===== src/ppa_map.svh =====
// Register offsets, field positions, reset values and filter counts of the path alarm registers.
`ifndef PPA_MAP_SVH
`define PPA_MAP_SVH

// ************************************************************
// Register indices and byte addresses
// ************************************************************
`define PPA_IDX_STATUS_CTRL   8'h30
`define PPA_IDX_IRQ_STATUS    8'h31
`define PPA_IDX_IRQ_ENABLE    8'h33
`define PPA_IDX_POINTER_MSB   8'h36
`define PPA_IDX_EVENT_IN      8'h3F
`define PPA_IDX_LABEL         8'h3E
`define PPA_ADDR_OF(idx)      ({(idx), 2'b00})

// ************************************************************
// Field positions
// ************************************************************
`define PPA_BIT_NEWPTR_EN     0
`define PPA_BIT_NEWPTR_ST     1
`define PPA_BIT_RDI           2
`define PPA_BIT_AIS           3
`define PPA_BIT_LOP           5
`define PPA_BIT_FEBE          0
`define PPA_BIT_PARITY        1
`define PPA_BIT_LABEL         7
`define PPA_BIT_INV_MODE      6
`define PPA_BIT_FILT_LEN      5
`define PPA_BIT_SHADOW_SEL    6
`define PPA_BIT_ERDI_EV       0
`define PPA_MASK_IRQ_ENABLE   8'hAF
`define PPA_MASK_SHADOW_CTRL  8'h60

// ************************************************************
// Reset values and counts
// ************************************************************
`define PPA_RESET_BYTE        8'h00
`define PPA_LABEL_LONG        3'h5
`define PPA_LABEL_SHORT       3'h3
`define PPA_NEWPTR_REPEAT     2'h3

`endif


===== src/ppa_pkg.sv =====
// Types shared by the path alarm register block.
package ppa_pkg;

  typedef struct packed {
    logic       new_pointer;
    logic       febe;
    logic       parity_err;
    logic       frame_tick;
    logic [7:0] c2_byte;
    logic       rdi;
    logic       rdi_aux;
    logic       ais;
    logic       lop;
    logic [2:0] erdi;
  } ppa_path_in_t;

  typedef enum logic [2:0] {
    PPA_IDLE   = 3'b001,
    PPA_ACCESS = 3'b010,
    PPA_DONE   = 3'b100
  } ppa_bus_state_t;

endpackage

===== src/ppa_label_filter.sv =====
// Path signal label filter: accepts a C2 value after a run of identical frames.
module ppa_label_filter
  import ppa_pkg::*;
#(
  parameter int WIDTH = 8
) (
  input  wire logic             clock,
  input  wire logic             reset,
  input  wire logic             frame_tick,
  input  wire logic [WIDTH-1:0] c2_byte,
  input  wire logic             label_filter_length,
  output logic      [WIDTH-1:0] label,
  output logic                  label_changed
);
  `include "ppa_map.svh"

  typedef struct packed {
    logic [WIDTH-1:0] cand;
    logic [2:0]       run;
    logic [WIDTH-1:0] label;
    logic             changed;
  } ppa_filt_state_t;

  ppa_filt_state_t st_reg;
  ppa_filt_state_t st_next;
  logic [2:0]      need;

  always_comb begin
    st_next         = st_reg;
    st_next.changed = 1'b0;
    need = label_filter_length ? `PPA_LABEL_LONG : `PPA_LABEL_SHORT;
    if (frame_tick) begin
      if (c2_byte != st_reg.cand) begin
        st_next.cand = c2_byte;
        st_next.run  = 3'h1;
      end else if (st_reg.run < need) begin
        st_next.run = st_reg.run + 3'h1;
      end
      if (st_next.run >= need && st_next.cand != st_reg.label) begin
        st_next.label   = st_next.cand;
        st_next.changed = 1'b1;
      end
    end
  end

  always_ff @(posedge clock or posedge reset) begin
    if (reset) begin
      st_reg <= '0;
    end else begin
      st_reg <= st_next;
    end
  end

  assign label         = st_reg.label;
  assign label_changed = st_reg.changed;
endmodule


===== src/ppa_path_regs.sv =====
// APB register bank for path pointer, alarm and event status.
module ppa_path_regs
  import ppa_pkg::*;
#(
  parameter int INV_COUNT_WIDTH = 4
) (
  input  wire logic                       clock,
  input  wire logic                       reset,
  input  wire logic                       psel,
  input  wire logic                       penable,
  input  wire logic                       pwrite,
  input  wire logic [9:0]                 paddr,
  input  wire logic [31:0]                pwdata,
  input  wire logic [3:0]                 pstrb,
  output logic      [31:0]                prdata,
  output logic                            pready,
  output logic                            pslverr,
  input  wire ppa_path_in_t               path_in,
  input  wire logic                       invalid_pointer,
  output logic      [INV_COUNT_WIDTH-1:0] invalid_count,
  output logic                            irq
);
  `include "ppa_map.svh"

  localparam logic [9:0] A_STAT = `PPA_ADDR_OF(`PPA_IDX_STATUS_CTRL);
  localparam logic [9:0] A_IRQS = `PPA_ADDR_OF(`PPA_IDX_IRQ_STATUS);
  localparam logic [9:0] A_IRQE = `PPA_ADDR_OF(`PPA_IDX_IRQ_ENABLE);
  localparam logic [9:0] A_PMSB = `PPA_ADDR_OF(`PPA_IDX_POINTER_MSB);
  localparam logic [9:0] A_LABL = `PPA_ADDR_OF(`PPA_IDX_LABEL);

  // ************************************************************
  // State
  // ************************************************************
  typedef struct packed {
    ppa_bus_state_t             bus;
    logic [31:0]                rdata;
    logic                       slverr;
    logic                       ready;
    logic                       shadow_select;
    logic [7:0]                 pmsb_ctrl;
    logic [7:0]                 ctrl_normal;
    logic [7:0]                 ctrl_shadow;
    logic [7:0]                 enable_normal;
    logic                       erdi_enable;
    logic                       newptr_st;
    logic [7:0]                 events;
    logic                       erdi_event;
    logic                       rdi_q;
    logic                       rdi_aux_q;
    logic                       ais_q;
    logic                       lop_q;
    logic [2:0]                 erdi_q;
    logic [1:0]                 newptr_run;
    logic [INV_COUNT_WIDTH-1:0] inv_count;
    logic                       irq;
  } ppa_state_t;

  ppa_state_t s_reg;
  ppa_state_t s_next;
  logic [7:0] label;
  logic       label_changed;
  logic       label_filter_length;
  logic       rd_stat, rd_irqs, wr_any;
  logic [7:0] wbyte;
  logic [7:0] ev_set;

  assign label_filter_length = s_reg.ctrl_shadow[`PPA_BIT_FILT_LEN];

  ppa_label_filter #(
    .WIDTH(8)
  ) u_label (
    .clock              (clock),
    .reset              (reset),
    .frame_tick         (path_in.frame_tick),
    .c2_byte            (path_in.c2_byte),
    .label_filter_length(label_filter_length),
    .label              (label),
    .label_changed      (label_changed)
  );

  function automatic logic [31:0] byte_word(input logic [7:0] b);
    byte_word = {24'h000000, b};
  endfunction

  // ************************************************************
  // Next state
  // ************************************************************
  always_comb begin
    s_next  = s_reg;
    rd_stat = 1'b0;
    rd_irqs = 1'b0;
    wr_any  = 1'b0;
    wbyte   = pstrb[0] ? pwdata[7:0] : `PPA_RESET_BYTE;
    ev_set  = 8'h00;
    s_next.ready = 1'b0;
    s_next.slverr = 1'b0;

    // Event capture; a set in the same cycle as a read-clear wins.
    ev_set[`PPA_BIT_FEBE]   = path_in.febe;
    ev_set[`PPA_BIT_PARITY] = path_in.parity_err;
    ev_set[`PPA_BIT_RDI]    = (path_in.rdi != s_reg.rdi_q)
                            | (path_in.rdi_aux != s_reg.rdi_aux_q);
    ev_set[`PPA_BIT_AIS]    = path_in.ais != s_reg.ais_q;
    ev_set[`PPA_BIT_LOP]    = path_in.lop != s_reg.lop_q;
    ev_set[`PPA_BIT_LABEL]  = label_changed;
    s_next.rdi_q     = path_in.rdi;
    s_next.rdi_aux_q = path_in.rdi_aux;
    s_next.ais_q     = path_in.ais;
    s_next.lop_q     = path_in.lop;
    s_next.erdi_q    = path_in.erdi;

    // Invalid pointer counter with optional reset by repeated new pointers in LOP.
    if (invalid_pointer) begin
      s_next.inv_count = s_reg.inv_count + 1'b1;
    end
    if (path_in.new_pointer && path_in.lop) begin
      if (s_reg.newptr_run == `PPA_NEWPTR_REPEAT - 2'h1) begin
        s_next.newptr_run = 2'h0;
        if (s_reg.ctrl_shadow[`PPA_BIT_INV_MODE]) begin
          s_next.inv_count = '0;
        end
      end else begin
        s_next.newptr_run = s_reg.newptr_run + 2'h1;
      end
    end else if (!path_in.lop) begin
      s_next.newptr_run = 2'h0;
    end

    // APB slave: one wait state, answer in the DONE cycle.
    case (s_reg.bus)
      PPA_IDLE: begin
        if (psel && !penable) begin
          s_next.bus = PPA_ACCESS;
        end
      end
      PPA_ACCESS: begin
        s_next.bus    = PPA_DONE;
        s_next.ready  = 1'b1;
        s_next.slverr = 1'b0;
        s_next.rdata  = 32'h0000_0000;
        wr_any = pwrite;
        if (paddr == A_STAT) begin
          if (s_reg.shadow_select) begin
            s_next.rdata = byte_word(s_reg.ctrl_shadow | {5'h00, s_reg.erdi_q});
            if (wr_any) s_next.ctrl_shadow = wbyte & `PPA_MASK_SHADOW_CTRL;
          end else begin
            rd_stat = !pwrite;
            s_next.rdata = byte_word({s_reg.ctrl_normal[7], 1'b0, s_reg.lop_q, 1'b0,
                s_reg.ais_q, s_reg.rdi_q, s_reg.newptr_st,
                s_reg.ctrl_normal[`PPA_BIT_NEWPTR_EN]});
            if (wr_any) s_next.ctrl_normal = wbyte & 8'h81;
          end
        end else if (paddr == A_IRQS) begin
          rd_irqs = !pwrite;
          s_next.rdata = s_reg.shadow_select ? byte_word({7'h00, s_reg.erdi_event})
                                             : byte_word(s_reg.events);
        end else if (paddr == A_IRQE) begin
          if (s_reg.shadow_select) begin
            s_next.rdata = byte_word({7'h00, s_reg.erdi_enable});
            if (wr_any) s_next.erdi_enable = wbyte[0];
          end else begin
            s_next.rdata = byte_word(s_reg.enable_normal);
            if (wr_any) s_next.enable_normal = wbyte & `PPA_MASK_IRQ_ENABLE;
          end
        end else if (paddr == A_PMSB) begin
          s_next.rdata = byte_word({s_reg.pmsb_ctrl[7], s_reg.shadow_select,
                                    s_reg.pmsb_ctrl[5], 5'h00});
          if (wr_any) begin
            s_next.pmsb_ctrl     = wbyte & 8'hA0;
            s_next.shadow_select = wbyte[`PPA_BIT_SHADOW_SEL];
          end
        end else if (paddr == A_LABL) begin
          s_next.rdata = byte_word(label);
        end else begin
          s_next.slverr = 1'b1;
        end
      end
      PPA_DONE: begin
        s_next.bus = PPA_IDLE;
      end
      default: begin
        s_next.bus = PPA_IDLE;
      end
    endcase

    s_next.newptr_st  = path_in.new_pointer | (s_reg.newptr_st & !rd_stat);
    s_next.events     = ev_set | (s_reg.events & {8{!(rd_irqs && !s_reg.shadow_select)}});
    s_next.erdi_event = (path_in.erdi != s_reg.erdi_q)
                      | (s_reg.erdi_event & !(rd_irqs && s_reg.shadow_select));
    s_next.irq = (s_next.newptr_st & s_next.ctrl_normal[`PPA_BIT_NEWPTR_EN])
               | (|(s_next.events & s_next.enable_normal))
               | (s_next.erdi_event & s_next.erdi_enable);
  end

  always_ff @(posedge clock or posedge reset) begin
    if (reset) begin
      s_reg     <= '0;
      s_reg.bus <= PPA_IDLE;
    end else begin
      s_reg <= s_next;
    end
  end

  assign prdata        = s_reg.rdata;
  assign pready        = s_reg.ready;
  assign pslverr       = s_reg.slverr;
  assign invalid_count = s_reg.inv_count;
  assign irq           = s_reg.irq;
endmodule


===== config.mk =====
export PLATFORM = sky130hd
export DESIGN_NAME = ppa_path_regs
export DESIGN_NICKNAME = d
export VERILOG_FILES = /design/src/ppa_pkg.sv /design/src/ppa_label_filter.sv /design/src/ppa_path_regs.sv
export VERILOG_INCLUDE_DIRS = /design/src
export SDC_FILE = /design/constraint.sdc
export NUM_CORES = 1
export LEC_CHECK = 0
export ABC_AREA = 1
export BUFFER_PORTS_ARGS = -buffer_cell sky130_fd_sc_hd__buf_2
export CORE_MARGIN = 2
export CORE_UTILIZATION = 45
export CTS_CLUSTER_SIZE = 24
export DETAILED_ROUTE_END_ITERATION = 12
export PLACE_DENSITY_LB_ADDON = 0.12
export SLEW_MARGIN = 20
export SYNTH_ARGS = -nofsm -noshare
export SYNTH_HDL_FRONTEND = slang
export SYNTH_SLANG_ARGS = --single-unit

===== constraint.sdc =====
create_clock -name clock -period 6.6 [get_ports clock]
set_input_delay 1.65 -clock clock [delete_from_list [all_inputs] [get_ports clock]]
set_output_delay 1.65 -clock clock [all_outputs]
set_load 0.01 [all_outputs]

# Yosys cells after proc, flatten, opt, wreduce, memory -nomap -nowiden
# Cells that the tools add are included.
# word_totals
output_inout_bits	39
register_bits	73
in_bits	71
wordCells	136
# classes
eq_ne	17
bitwise_logic	17
reduce_logical	16
add_sub_neg	3
n_lt_le_gt_ge	2
muxes	55
# ops
cell	n
2-to-1 mux 8 bit	16
2-to-1 mux 9 bit	8
equality test 10 x 8 -> 1 bit (second input constant)	5
2-to-1 mux 36 bit	1
bitwise AND 8 bit	2
2-to-1 mux 16 bit	1
2-to-1 mux 4 bit	4
!= test 8 bit	2
2-to-1 mux 1 bit	15
2-to-1 mux 3 bit	5
bitwise OR 8 bit	1
AND reduction 4 bit	2
OR reduction 8 bit	1
2-to-1 mux 7 bit	1
bitwise OR 7 x 3 -> 7 bit	1
zero test 1 bit	6
2-to-1 mux 2 bit	3
one-hot mux 3 bit (2 select lines)	1
AND reduction 6 bit	1
logical AND 1 bit	5
bitwise OR 1 bit	5
adder 4 x 1 -> 4 bit (second input constant)	1
bitwise AND 1 bit	4
!= test 1 bit	4
other kinds (12)	15

# Logic depth before layout (Yosys ltp)
# logic_depth
ltp_word	12
mapped_depth	14
mapped_depth_nobuf	14

# By module
# Synthesis repeated with hierarchy kept, for this count alone.
# unflattened
hier_cells	551
area_unflattened_um2	4389.2
# modules_own_cells
mod	seq_area_each_um2	cells_each	n_inst	area_each_um2
ppa_path_regs	1327.5	396	1	3133.0
ppa_label_filter	500.5	155	1	1256.2

# Worst setup path before layout
# Ideal clock, no wire load.
# synth_timing
path_kind	input -> register
startpoint	input path_in[8] (netlist name)
endpoint	register u_label.st_reg (netlist bit u_label.label[3])
setup_time_ps	127
stages	11
arrival_time_ps	3081
t_required_ps	6473
setup_slack_ps	3392
n_path_buf	1
cell_sequence	xnor2_1 nand2_1 nor2_1 nand2_1 nor3b_1 ha_1 a21oi_1 o21ai_0 nand3_1 buf_2 o21ai_0
# synth_via
elab_chain_cells	6
word_cells_on_any_way	9
classes_between	1 x order compare; 2 x eq/ne; 4 x mux; 2 x reduce/logical
# synth_rtl
item	line	rtl
start: declaration	ppa_path_regs.sv:18	input wire ppa_path_in_t path_in,
!= test 8 bit	ppa_label_filter.sv:33	if (c2_byte != st_reg.cand) begin
2-to-1 mux 3 bit / 2-to-1 mux 8 bit (equally long branches)	ppa_label_filter.sv:33	
2-to-1 mux 3 bit / 2-to-1 mux 8 bit (equally long branches)	ppa_label_filter.sv:32	if (frame_tick) begin
>= comparator 3 bit / != test 8 bit (equally long branches)	ppa_label_filter.sv:39	if (st_next.run >= need && st_next.cand != st_reg.label) begin
logical AND 1 bit	ppa_label_filter.sv:39	
AND reduction 2 bit (no source line)	--	
end signal: assignment	ppa_label_filter.sv:50	st_reg <= st_next;
end: declaration	ppa_label_filter.sv:24	ppa_filt_state_t st_reg;
# Several ways; a longest one is shown, not always the timed one. The select of a mux whose other input is x is not followed.
# A chain may end at the register's enable or synchronous reset.

# Worst setup path after layout
# layout_timing
startpoint	input path_in[9] (netlist name)
endpoint	register u_label.st_reg (netlist bit u_label.label[6])
# Same word-level chain as after synthesis.

==> results.txt <==
DRT iter0 DRCs: 109
Vias per cell: 4.869
Post-CTS Setup Bufs: 0
YS warnings: 0
Ant. Diodes: 0
Placed cell count: 644
Maxcap violations: 0
RSZ-0062 raised after global routing: no
Core footprint: 0.008763 mm²
Area grow syn2layout: 9.155%
Vias in the first global route: 3179
Final total negative setup slack: 0 ps
Synth Area in XOR/XNOR: 0.04287
Adder-cell share of the synthesized area: 0.01837
Synth Register Bits: 73
Post-DP HPWL: 6693 µm
Post-synth ARST share: 1.000
Hold-fix buffers, CTS: 0
GRT overflow: 0
Leak pwr: 2.317 nW
Data required, critical path: 6830 ps
Post-Syn Area: 0.004086 mm²
Via count: 3209
Final ANT Viol Nets: 0
Most frequent cells in the layout: 142 x nand2_1, 72 x dfrtp_1, 57 x buf_2
Global-route wire length before repair: 15410 µm
Clk sink count: 73
Peak supply drop: 0.0001114 V
Insertion delay to the later sink of the worst-skew pair: 340 ps
Final non-filler cell total: 659
Initial cell density of the core: 0.4663
Final Wtd Congestion: 0.8660
H-tree depth: 3
Sequential fraction of the synthesis area: 0.4473
Drt first pass iters: 4
Fin. max-slew vios: 0
Final setup vio count: 0
DRC viols: 0
Post-route cell area: 0.004461 mm²
IO Pins: 110
Largest family of logic cells by synthesized area: simple AND/OR/NAND/NOR gates
Synth Area per Inst: 8.173 µm²
Post-Route WL: 8945 µm
Nets: 624
CTS resizes: 0
Worst-path clk slew: 70 ps
Max reg flops: 37
Reg-to-reg endpoint: u_label.label[6]
Crit end category: register
Cell variety after synth: 43
Arrival @ worst endpoint: 3680 ps
Wire length per cell: 13.57 µm
Die Wd: 99.30 µm
CTS Buf Count: 9
Crit path max fanout: 13
Port Buffers: 57
Reg-to-reg slack, setup: 3720 ps
Share of layout cells above drive strength 1: 0.1942
Top post-synthesis cells by area: dfrtp_1 44%, nand2_1 13%, buf_4 6.6%
Hold Violations, Final: 0
Slew @ Worst Pin: 943.0 ps
Mux cell area share after synthesis: 0.009798
EDFF count, synth: 0
Tcrit/Tclk final: 0.5240
Most common cell after layout, fill and taps aside: nand2_1
Tot GR Track Use: 0.1986
Die area: 0.009860 mm²
Compound-Gate Fraction of Synth Area: 0.07777
Initial antenna violation count: 0
Class of the worst hold path: register to register
Largest net degree at the start of global routing: 74
Rows: 34
Crit path launch type: input pin
CP Capture Point: u_label.label[6]
F_max: 289.2 MHz
Synth Area in Simple Gates: 0.2716
Area leader, netlist: dfrtp_1
Clock Skew: 6.249 ps
Die height: 99.30 µm
DP Area: 0.004279 mm²
Worst R2R Path Depth: 13
Area share of the largest cell type after synthesis: 0.4409
Hold path start: u_label.label_changed
Power Total: 1.001 mW
Fin crit period: 3458 ps
Critical path startpoint: path_in[9]
Crit Reg-Reg Startpoint: label_filter_length
Worst slew margin: 0.3713
CTS tree: done
Final Core Density: 0.5090
Clock buffer depth: 2
Mapped Cells: 500
Pwr Density: 224.3 mW/mm²
CTS Root Cell: clkbuf_8
Class of the most critical setup path: input pin to register
Main flop type after synthesis: dfrtp_1
Status: finished, final reports clean
-- critical path: stages --
cell and delay [ps]:
buf_2 110, inv_1 60, nand2_1 60, nand4_1 130
nor2_1 110, nand2_1 100, nor3b_1 260, ha_1 290
a21oi_1 130, o21ai_0 90, nand3_1 340, inv_1 180
nand2_1 100, nand2_1 60
-- synthesized netlist by cell type, types with 3 or more instances --
cell type and instances:
mux2i_1 4, nor2_2 7, nand3_1 28, nand4_1 7, nor2_1 29, inv_1 50
nand2_2 5, inv_2 3, ha_1 6, nand2_1 142, clkbuf_1 5, o311ai_0 3
o21ai_0 28, a21oi_1 5, o211ai_1 3, nor2_4 6, xor2_1 13, xnor2_1 7
nor3_1 6, dfrtp_1 72, buf_4 36
-- kinds of logic after synthesis --
group | Yosys count
mux | 4
other cells | 1
buf+inv | 101
fa+ha+maj | 6
compound gates | 53
flops | 73
simple gates | 242
xor+xnor | 20
-- power by group --
group	switching, mW	total [mW]	leakage, nW	internal [mW]
Clock	0.160	0.325	0.0915	0.165
Combinational	0.0948	0.160	1.36	0.0652
Sequential	0.0299	0.516	0.870	0.486
-- how the worst min path moves through the flow --
stage | end | slack, ps | cells past startpoint
after CTS | s_reg[22] | 460 | 2
final | s_reg[22] | 460 | 2
after global placement | s_reg[22] | 450 | 2
after detailed placement | s_reg[22] | 450 | 2
after floorplan | s_reg[22] | 430 | 2
after global routing | s_reg[22] | 510 | 2
-- area by class of cell --
cell class                 count  area (µm²)
fill                         866        4303
sequential                    73        1828
multi-input combinational    349        1808
timing repair buffer          58       292.8
inverter                      56       215.2
clock buffer                  13       168.9
tap                          108       135.1
clock inverter                 2       12.51
-- routing by layer --
| layer | vias to the layer above | routed length (µm) | track usage |
|---|---|---|---|
| li1 | 1645 | - | - |
| met1 | 1478 | 4142 | 0.2685 |
| met2 | 73 | 4180 | 0.3134 |
| met3 | 13 | 496 | 0.05271 |
| met4 | 0 | 126 | 0.06217 |
| met5 | - | 0 | 0 |
-- per-stage QoR --
stage | hold WS (ps) | setup WS [ps]
global route | 509.4 | 2948
floorplan | 428.8 | 3098
global placement | 448.9 | 2826
CTS | 464.6 | 3138
finish | 456.4 | 3142
detailed placement | 448.9 | 2778
Note: power is estimated with default switching activity, not from simulation.
